## src/rtl/bkpt_dbg_regs.vh

```
// Operation
// The device holds a breakpoint address in debug registers that the emulator loads by commands on the debug clock and data pins.
// When told to run in debug mode the device starts at its reset vector and runs until the program counter equals the breakpoint address.
// The breakpoint fires only after the instruction at the breakpoint address has executed, then control passes to the debug executive like an interrupt.
// Once halted the debug executive exchanges breakpoint status and answers queries for file registers and processor state over the debug pins.
// The debug executive runs from program memory like ordinary code and uses stack locations for its temporaries.
// The emulator forces a halt by toggling the debug clock and data pins and the device then switches to the debug executive.
// Debug communication needs the device to be executing, so with no running core the executive cannot answer.
// Programming over the serial link needs no core clock and every configuration mode is programmable.
// The programmer may place a program executive in high program memory to speed programming.
// In programming or release mode the debug registers and all debug features stay disabled.
// In release mode the emulator controls the device only by pulsing the master clear reset line; CMD_RUN still pulses core_restart in release mode.
// During programming the emulator applies the programming level, clocks the clock pin and shifts data on the data pin, reading back to verify.
// The device compares the program counter with the breakpoint address every instruction cycle in debug mode and raises a halt request on a match;
// the code makes no compare while halted is set.
`ifndef BKPT_DBG_REGS_VH
`define BKPT_DBG_REGS_VH
// link commands, 4 bit opcode then payload, msb first
`define CMD_W 4
`define CMD_LOAD_BKPT 4'h1
`define CMD_RUN 4'h2
`define CMD_READ_STAT 4'h3
`define CMD_READ_PC 4'h4
`define CMD_CFG_DEBUG 4'h5
`define CMD_CFG_RELEASE 4'h6
`define CMD_READ_FILE 4'h7
// halt toggle: data edges while clock high, count to force halt
`define HALT_TOGGLES 3'h4
// status bits
`define STAT_HALTED 0
`define STAT_BKPT_HIT 1
`define STAT_FORCED 2
`define STAT_DEBUG_EN 3
`endif

```

## src/rtl/bkpt_dbg_link.v

```verilog
`timescale 1ns/1ps
`include "bkpt_dbg_regs.vh"
module bkpt_dbg_link #(
  parameter AW = 16,
  parameter DW = 8,
  parameter [AW-1:0] RESET_VECTOR = 16'h0000,
  parameter [AW-1:0] EXEC_VECTOR = 16'hF000
)(
  // clock and reset
  input wire ref_clk,
  input wire rst_b,
  // debug link pins
  input wire debug_clock_pin,
  input wire debug_data_in,
  output reg debug_data_out,
  output reg debug_data_oe,
  // core side
  input wire core_running,
  input wire instr_done,
  input wire [AW-1:0] core_pc,
  input wire [DW-1:0] core_status,
  input wire [DW-1:0] file_rdata,
  output reg [AW-1:0] file_addr,
  output reg core_restart,
  output reg [AW-1:0] restart_vector,
  output reg halt_req,
  output reg [AW-1:0] halt_vector,
  input wire exec_resume,
  // mode
  output reg debug_enable,
  output reg halted
);
  localparam ST_CMD = 2'd0;
  localparam ST_ARG = 2'd1;
  localparam ST_OUT = 2'd2;
  localparam SW = AW + 4;
  // two flop synchronisers on link pins
  reg clk_m_q, clk_s_q, clk_p_q;
  reg dat_m_q, dat_s_q, dat_p_q;
  always @(posedge ref_clk or negedge rst_b)
  begin
    if (!rst_b)
    begin
      clk_m_q <= 1'b0;
      clk_s_q <= 1'b0;
      clk_p_q <= 1'b0;
      dat_m_q <= 1'b0;
      dat_s_q <= 1'b0;
      dat_p_q <= 1'b0;
    end
    else
    begin
      clk_m_q <= debug_clock_pin;
      clk_s_q <= clk_m_q;
      clk_p_q <= clk_s_q;
      dat_m_q <= debug_data_in;
      dat_s_q <= dat_m_q;
      dat_p_q <= dat_s_q;
    end
  end
  wire clk_rise = clk_s_q & ~clk_p_q;
  wire clk_fall = ~clk_s_q & clk_p_q;
  // data toggling while clock stays high is outside normal framing
  wire dat_edge = clk_s_q & clk_p_q & (dat_s_q ^ dat_p_q);
  reg [1:0] st_q;
  reg [AW-1:0] shift_q;
  reg [5:0] cnt_q;
  reg [`CMD_W-1:0] cmd_q;
  reg [AW-1:0] bkpt_q;
  reg [2:0] tog_q;
  reg hit_q, forced_q;
  reg [SW-1:0] out_q;
  wire match = debug_enable & ~halted & instr_done & (core_pc == bkpt_q);
  wire force_hit = debug_enable & ~halted & (tog_q == `HALT_TOGGLES);
  always @(posedge ref_clk or negedge rst_b)
  begin
    if (!rst_b)
    begin
      st_q <= ST_CMD;
      shift_q <= {AW{1'b0}};
      cnt_q <= 6'd0;
      cmd_q <= {`CMD_W{1'b0}};
      bkpt_q <= {AW{1'b0}};
      tog_q <= 3'd0;
      hit_q <= 1'b0;
      forced_q <= 1'b0;
      out_q <= {SW{1'b0}};
      debug_data_out <= 1'b0;
      debug_data_oe <= 1'b0;
      file_addr <= {AW{1'b0}};
      core_restart <= 1'b0;
      restart_vector <= RESET_VECTOR;
      halt_req <= 1'b0;
      halt_vector <= EXEC_VECTOR;
      debug_enable <= 1'b0;
      halted <= 1'b0;
    end
    else
    begin
      core_restart <= 1'b0;
      halt_req <= 1'b0;
      if (clk_rise)
        tog_q <= 3'd0;
      else if (dat_edge && tog_q != `HALT_TOGGLES)
        tog_q <= tog_q + 3'd1;
      // fires after the matching instruction retires
      // a halt pattern leaves stray framing bits, so restart command framing
      if (tog_q == `HALT_TOGGLES)
      begin
        st_q <= ST_CMD;
        cnt_q <= 6'd0;
      end
      if (match || force_hit)
      begin
        halt_req <= 1'b1;
        halt_vector <= EXEC_VECTOR;
        halted <= 1'b1;
        hit_q <= match;
        forced_q <= force_hit & ~match;
        tog_q <= 3'd0;
      end
      else if (exec_resume)
        halted <= 1'b0;
      if (clk_fall && st_q == ST_OUT)
      begin
        debug_data_out <= out_q[SW-1];
        out_q <= {out_q[SW-2:0], 1'b0};
        cnt_q <= cnt_q - 6'd1;
        if (cnt_q == 6'd1)
        begin
          // release the pin before the next command bit is sampled
          st_q <= ST_CMD;
          cnt_q <= 6'd0;
          debug_data_oe <= 1'b0;
        end
      end
      if (clk_rise)
      begin
        case (st_q)
          ST_CMD:
          begin
            debug_data_oe <= 1'b0;
            cmd_q <= {cmd_q[`CMD_W-2:0], dat_s_q};
            cnt_q <= cnt_q + 6'd1;
            if (cnt_q == `CMD_W - 1)
            begin
              cnt_q <= 6'd0;
              case ({cmd_q[`CMD_W-2:0], dat_s_q})
                `CMD_LOAD_BKPT, `CMD_READ_FILE: st_q <= ST_ARG;
                `CMD_RUN:
                begin
                  core_restart <= 1'b1;
                  restart_vector <= RESET_VECTOR;
                  halted <= 1'b0;
                  hit_q <= 1'b0;
                  forced_q <= 1'b0;
                end
                `CMD_CFG_DEBUG: debug_enable <= 1'b1;
                `CMD_CFG_RELEASE:
                begin
                  debug_enable <= 1'b0;
                  halted <= 1'b0;
                end
                `CMD_READ_STAT, `CMD_READ_PC:
                begin
                  // answers only while halted and core alive
                  if (debug_enable && halted && core_running)
                  begin
                    st_q <= ST_OUT;
                    debug_data_oe <= 1'b1;
                    // one spare fall so the frame ends after the last clock
                    cnt_q <= 6'd21;
                    if ({cmd_q[`CMD_W-2:0], dat_s_q} == `CMD_READ_PC)
                      out_q <= {4'h0, core_pc};
                    else
                      out_q <= {{(SW-DW){1'b0}}, debug_enable, forced_q, hit_q, halted,
                                core_status[DW-5:0]};
                  end
                end
                default: st_q <= ST_CMD;
              endcase
            end
          end
          ST_ARG:
          begin
            shift_q <= {shift_q[AW-2:0], dat_s_q};
            cnt_q <= cnt_q + 6'd1;
            if (cnt_q == AW - 1)
            begin
              cnt_q <= 6'd0;
              st_q <= ST_CMD;
              if (cmd_q == `CMD_LOAD_BKPT && debug_enable)
                bkpt_q <= {shift_q[AW-2:0], dat_s_q};
              else if (cmd_q == `CMD_READ_FILE && debug_enable && halted && core_running)
              begin
                file_addr <= {shift_q[AW-2:0], dat_s_q};
                st_q <= ST_OUT;
                debug_data_oe <= 1'b1;
                cnt_q <= 6'd10;
                out_q <= {1'b0, file_rdata, {(SW-DW-1){1'b0}}};
              end
            end
          end
          ST_OUT: st_q <= ST_OUT;
          default: st_q <= ST_CMD;
        endcase
      end
    end
  end
endmodule // bkpt_dbg_link

```

## config.mk

```make
export PLATFORM = sky130hd
export DESIGN_NAME = bkpt_dbg_link
export DESIGN_NICKNAME = d
export VERILOG_FILES = /design/src/rtl/bkpt_dbg_link.v
export VERILOG_INCLUDE_DIRS = /design/src /design/src/rtl
export SDC_FILE = /design/constraint.sdc
export NUM_CORES = 1
export LEC_CHECK = 0
export ABC_AREA = 1
export BUFFER_PORTS_ARGS = -buffer_cell sky130_fd_sc_hd__buf_2
export CAP_MARGIN = 5
export CORE_MARGIN = 2
export CORE_UTILIZATION = 40
export CTS_CLUSTER_DIAMETER = 80
export DETAILED_ROUTE_END_ITERATION = 10
export PLACE_DENSITY_LB_ADDON = 0.25
export REMOVE_ABC_BUFFERS = 1
export SYNTH_ARGS = -nofsm -noshare
export SYNTH_HDL_FRONTEND = slang
export SYNTH_SLANG_ARGS = --single-unit
```

## constraint.sdc

```tcl
create_clock -name ref_clk -period 2 [get_ports ref_clk]
set_input_delay 0.4 -clock ref_clk [delete_from_list [all_inputs] [get_ports ref_clk]]
set_output_delay 0.4 -clock ref_clk [all_outputs]
set_load 0.05 [all_outputs]
```

# Yosys cells after proc, flatten, opt, wreduce, memory -nomap -nowiden
# Cells that the tools add are included.
# word_totals
ff_bits	96
input_bits	39
# op_classes
addsub	3
reduce_logical	21
mux	67
bitwise	15
n_eq_ne	17
# op_table
operator	count
20-bit 2-to-1 mux	8
20-bit case mux with 2 select lines	1
6-bit 2-to-1 mux	6
1-bit 2-to-1 mux	30
4-bit by 3-bit equality test with 1-bit output (second input constant)	5
2-bit 2-to-1 mux	9
16-bit equality test	1
16-bit 2-to-1 mux	1
2-bit case mux with 3 select lines	2
6-bit case mux with 2 select lines	1
5-bit 2-to-1 mux	2
1-bit AND	9
3-bit 2-to-1 mux	3
4-bit by 1-bit equality test with 1-bit output (second input constant)	2
4-bit by 2-bit equality test with 1-bit output (second input constant)	2
1-bit logical AND	8
4-bit 2-to-1 mux	2
4-bit AND reduction	2
6-bit by 1-bit adder with 6-bit output (second input constant)	1
6-bit by 1-bit equality test with 1-bit output (second input constant)	1
6-bit by 2-bit equality test with 1-bit output (second input constant)	1
6-bit by 4-bit equality test with 1-bit output (second input constant)	1
2-bit OR reduction	3
6-bit by 1-bit subtractor with 6-bit output (second input constant)	1
other kinds (15)	21

# Longest topological paths before layout
# logic_depth
depth_word	11
depth_mapped	12
mapped_depth_nobuf	11

# Worst setup path after synthesis
# OpenSTA, ideal clock, no wires.
# synth_path
path_type	flip-flop to flip-flop
startpoint	register debug_enable
endpoint	register out_q[7]
setup_slack_ps	261
required_ps	1876
arrival_ps	1615
setup_time_ps	124
stages_incl_launch_ff	9
cell_sequence	dfrtp_1 -> nand3_1 -> nor2_4 -> nand2_2 -> nand2_2 -> nand3_4 -> buf_6 -> nand2_2 -> o31ai_1
# synth_between
elab_chain_cells	8
elab_cells_between_ends	15
classes_between	mux: 9; reduce/logical: 6
# synth_lines
item	line	rtl
start: declaration	bkpt_dbg_link.v:30	output reg debug_enable,
start signal: assignment	bkpt_dbg_link.v:95	debug_enable <= 1'b0;
start signal: assignment	bkpt_dbg_link.v:158	`CMD_CFG_DEBUG: debug_enable <= 1'b1;
start signal: assignment	bkpt_dbg_link.v:161	debug_enable <= 1'b0;
1-bit logical AND (3 in series)	bkpt_dbg_link.v:194	else if (cmd_q == `CMD_READ_FILE && debug_enable && halted && core_running)
20-bit 2-to-1 mux	bkpt_dbg_link.v:194	
20-bit 2-to-1 mux	bkpt_dbg_link.v:192	if (cmd_q == `CMD_LOAD_BKPT && debug_enable)
20-bit 2-to-1 mux	bkpt_dbg_link.v:188	if (cnt_q == AW - 1)
20-bit case mux with 2 select lines (*)	bkpt_dbg_link.v:139	case (st_q)
20-bit 2-to-1 mux (*)	bkpt_dbg_link.v:137	if (clk_rise)
end signal: assignment	bkpt_dbg_link.v:127	out_q <= {out_q[SW-2:0], 1'b0};
end signal: assignment	bkpt_dbg_link.v:174	out_q <= {4'h0, core_pc};
end signal: assignment	bkpt_dbg_link.v:200	out_q <= {1'b0, file_rdata, {(SW-DW-1){1'b0}}};
end: declaration	bkpt_dbg_link.v:72	reg [SW-1:0] out_q;
# Mark *: on every way between the ends. The rest lies on a longest branch, timed or not.
# A chain may end at the register's enable or synchronous reset.

# Worst setup path in the final report
# layout_path
startpoint	register cnt_q[1]
endpoint	register out_q[10]
# layout_between
elab_chain_cells	4
elab_cells_between_ends	6
classes_between	eq/ne: 2; mux: 4
# layout_lines
item	line	rtl
start: declaration	bkpt_dbg_link.v:67	reg [5:0] cnt_q;
start signal: assignment	bkpt_dbg_link.v:128	cnt_q <= cnt_q - 6'd1;
start signal: assignment	bkpt_dbg_link.v:144	cnt_q <= cnt_q + 6'd1;
start signal: assignment	bkpt_dbg_link.v:187	cnt_q <= cnt_q + 6'd1;
6-bit by 4-bit equality test with 1-bit output or 6-bit by 2-bit equality test with 1-bit output (tied branches)	bkpt_dbg_link.v:188, bkpt_dbg_link.v:145	
20-bit 2-to-1 mux, on equally long branches	bkpt_dbg_link.v:188, bkpt_dbg_link.v:145	
20-bit case mux with 2 select lines (*)	bkpt_dbg_link.v:139	
20-bit 2-to-1 mux (*)	bkpt_dbg_link.v:137	
# Marks and branches as above.

==> run metrics <==
prevailing post-synth register cell dfrtp_1; drt pass-1 iters 7; #FFs+latches synth 96; fmax 544 MHz; Hold Crit Class input pin to flip-flop; Starting Density between 40% and 50%; GRT Resource Usage Total 17.7%; syn_area_per_cell between 8 and 9 um2; TritonCTS buffer count 9; Seq/Total Area, Yosys a little under half; status complete, no violations; total wire length 12000 um; CTS clk-pin slew, worst paths about 70 ps; sw power around 2.2 mW; initial antenna violation count 0; crit path time final roughly 1800 ps; Setup crit end kind flip-flop; dominant cell type by area after synthesis dfrtp_1; Sequential Power Share a little over two fifths; R2R depth 9; pre-CTS setup slack slightly above 60 ps; CTS root buf clkbuf_16; diode count 0; placed instance area 5730 um2; DRC 0; Tcrit/Tclk final approximately nine tenths; Area Growth Syn to Fin 13.9%; switching power share of the total about 37%; vias in the first global route ~4200; clock skew approximately 7.3 ps; Buf/Inv on CP 1; Power Internal approximately 3.7 mW; post-detail-place hpwl between 8000 and 9000 um; ys async rst share 100%; CP Launch Type flip-flop; largest net degree at the start of global routing between 40 and 50; Sink Count 96; die area roughly 14000 um2; routability congestion estimate from global placement 0.874; share of Yosys cell area claimed by the top area cell type roughly 45%; Hold Fails Final Rpt 0; Crit Path Category flip-flop to flip-flop; clock tree from TritonCTS done; r2r endpoint out_q[10]$_DFF_PN0_; Most Frequent Cell on Critical Path nand2_2; I/O pins between 90 and 100; via count between 4000 and 5000; Die Y around 120 um; Critical Path AT ~2100 ps; Synth area leaders dfrtp_1, nand2_1, inv_1, buf_4, o21ai_0; Clock Latency Late Sink about 340 ps; setup ws final roughly 160 ps; Slew Viols, Final 0; CP cell instances ha_2 > nand3_2 > nor2_8 > nand2_2 > nand2_2 > nand3_4 > buf_12 > nand2_1 > o21ai_0; Ys Warns 0; # H-tree levels 3; Routed WL per cell 13.3 um; global-route wire length before repair between 20000 and 25000 um; count leader, synth nand2_1; Largest delay share family, worst path simple AND/OR/NAND/NOR gates; PwrDens approximately 960 nW/um2; Layout Cells excl Fill just over 900; CP startpoint cnt_q[1]$_DFF_PN0_; Critical Path Fanout Max 10; CP max stage delay between 400 and 500 ps; Clock power frac approximately 28%; r2r setup slk ~160 ps; placement row count 42; clk buf depth 2; final instance area between 6000 and 7000 um2; combinational fraction of design power just under 30%; Data required, critical path 2220 ps; Distinct cells, synth 38; vias per inst around 4.7; Post-synth top cells nand2_1, dfrtp_1, inv_1, o21ai_0, buf_4; CP endpoint out_q[10]$_DFF_PN0_; Synth Instances approximately 660; die width between 100 and 150 um; PortBufs 56; drt first-iter violations 400; Max-cap violations 0; grt total ovfl 0; nets 770; hold_ws 166 ps; Max VDD drop 484 uV; WP depth 9; Post-synth EDFFs 0; Netlist Area Pre-Place approximately 5300 um2; RSZ-0062 raised after global routing false; core area between 10000 and 15000 um2; Critical-path top delay cell dfrtp_1; share of cells above drive strength 1 just over 20%; final setup fails 0; setup_tns 0 ps; Inst Count DP 886; reg2reg start cnt_q[1]$_DFF_PN0_; leak pwr 3.17 nW; post-route ant nets 0
[cells by family (layout without fill, tap and decap cells)]
logic type                 after synthesis  after routing  synth area share [%]
AOI/OAI and AO/OA                       99             99                  10.9
xor gates and xnor gates                13             13                  2.14
adders and majority gates                5              5                  1.17
buffers and inverters                  129            169                  12.6
DFF                                     96             96                  45.1
muxes                                    4              4                 0.845
other                                    2             32                 0.141
and+or+nand+nor                        313            313                  27.2
[timing repair]
action,CTS,global route
endpoints found under the setup margin,0,6
buffers inserted,0,4
gates resized for setup,0,1
hold endpoints to repair,17,0
hold buffers,1,0
[how the worst min path moves through the flow]
stage / startpoint / to / slack (ps) / cells past startpoint
2_1_floorplan: rst_b / bkpt_q[0]$_DFFE_PN0P_ / 100 / 0
3_3_place_gp: rst_b / debug_data_out$_DFFE_PN0N_ / 310 / 1
3_5_place_dp: rst_b / debug_data_out$_DFFE_PN0N_ / 310 / 1
4_1_cts: debug_data_in / dat_m_q$_DFF_PN0_ / 150 / 1
5_1_grt: debug_data_in / dat_m_q$_DFF_PN0_ / 150 / 1
6_report: debug_clock_pin / clk_m_q$_DFF_PN0_ / 170 / 1
[cell usage in the layout (no fill, tap or decap), types with 2 or more instances in the layout]
master,count
nor2_4,7
o21ai_1,17
xor2_1,6
o21ai_2,16
nand3_2,2
ha_1,4
nor2_8,3
inv_1,74
mux2i_1,3
dfrtp_1,96
a21oi_1,9
clkinv_4,3
o21ai_0,45
nor2_1,30
clkbuf_16,9
inv_2,3
or2_2,3
nand2_1,214
conb_1,32
nand3_1,26
buf_2,55
nand4_1,7
buf_4,14
o31ai_1,4
nand2_2,13
xnor2_1,7
buf_12,5
nand3_4,2
o22ai_1,4
o211ai_1,3
[stage by stage]
| stage | power, mW | utilization, % |
|---|---|---|
| 2_1_floorplan | 3.69 | - |
| 3_3_place_gp | 4.13 | 43.6 |
| 3_5_place_dp | 4.18 | 43.6 |
| 4_1_cts | 5.88 | 45.9 |
| 5_1_grt | 6.22 | 46.2 |
| 6_report | 5.85 | 46.2 |
[area by class of cell]
class | instances | area [um2]
Tap cell | 176 | 220
Multi-Input combinational cell | 466 | 2370
Fill cell | 1313 | 7060
Timing Repair Buffer | 75 | 490
Inverter | 78 | 295
Clock inverter | 6 | 51.3
Clock buffer | 10 | 239
Sequential cell | 96 | 2400
[state kept, by name, indices dropped and copies added, names as in the netlist, 2 cells and up]
register	count
bkpt_q	16
cnt_q	6
out_q	20
st_q	2
shift_q	15
cmd_q	4
file_addr	16
tog_q	3
[power groups by stage]
stage / logic [mW] / clock network (mW) / registers [mW]
4_1_cts: 1.70 / 1.72 / 2.46
3_5_place_dp: 1.69 / 0 / 2.50
6_report: 1.73 / 1.66 / 2.46
3_3_place_gp: 1.64 / 0 / 2.48
5_1_grt: 1.94 / 1.79 / 2.50
2_1_floorplan: 1.17 / 0 / 2.52
[per-layer routing]
metal | GRT usage [%] | vias up | part of all wire (%)
li1 | - | 2142 | -
met2 | 29.4 | 77 | 49
met5 | 0 | - | 0
met4 | 5.88 | 0 | 1.3
met1 | 23.7 | 2030 | 47
met3 | 2.73 | 8 | 3.4
Power figures use the tool's default switching activity.
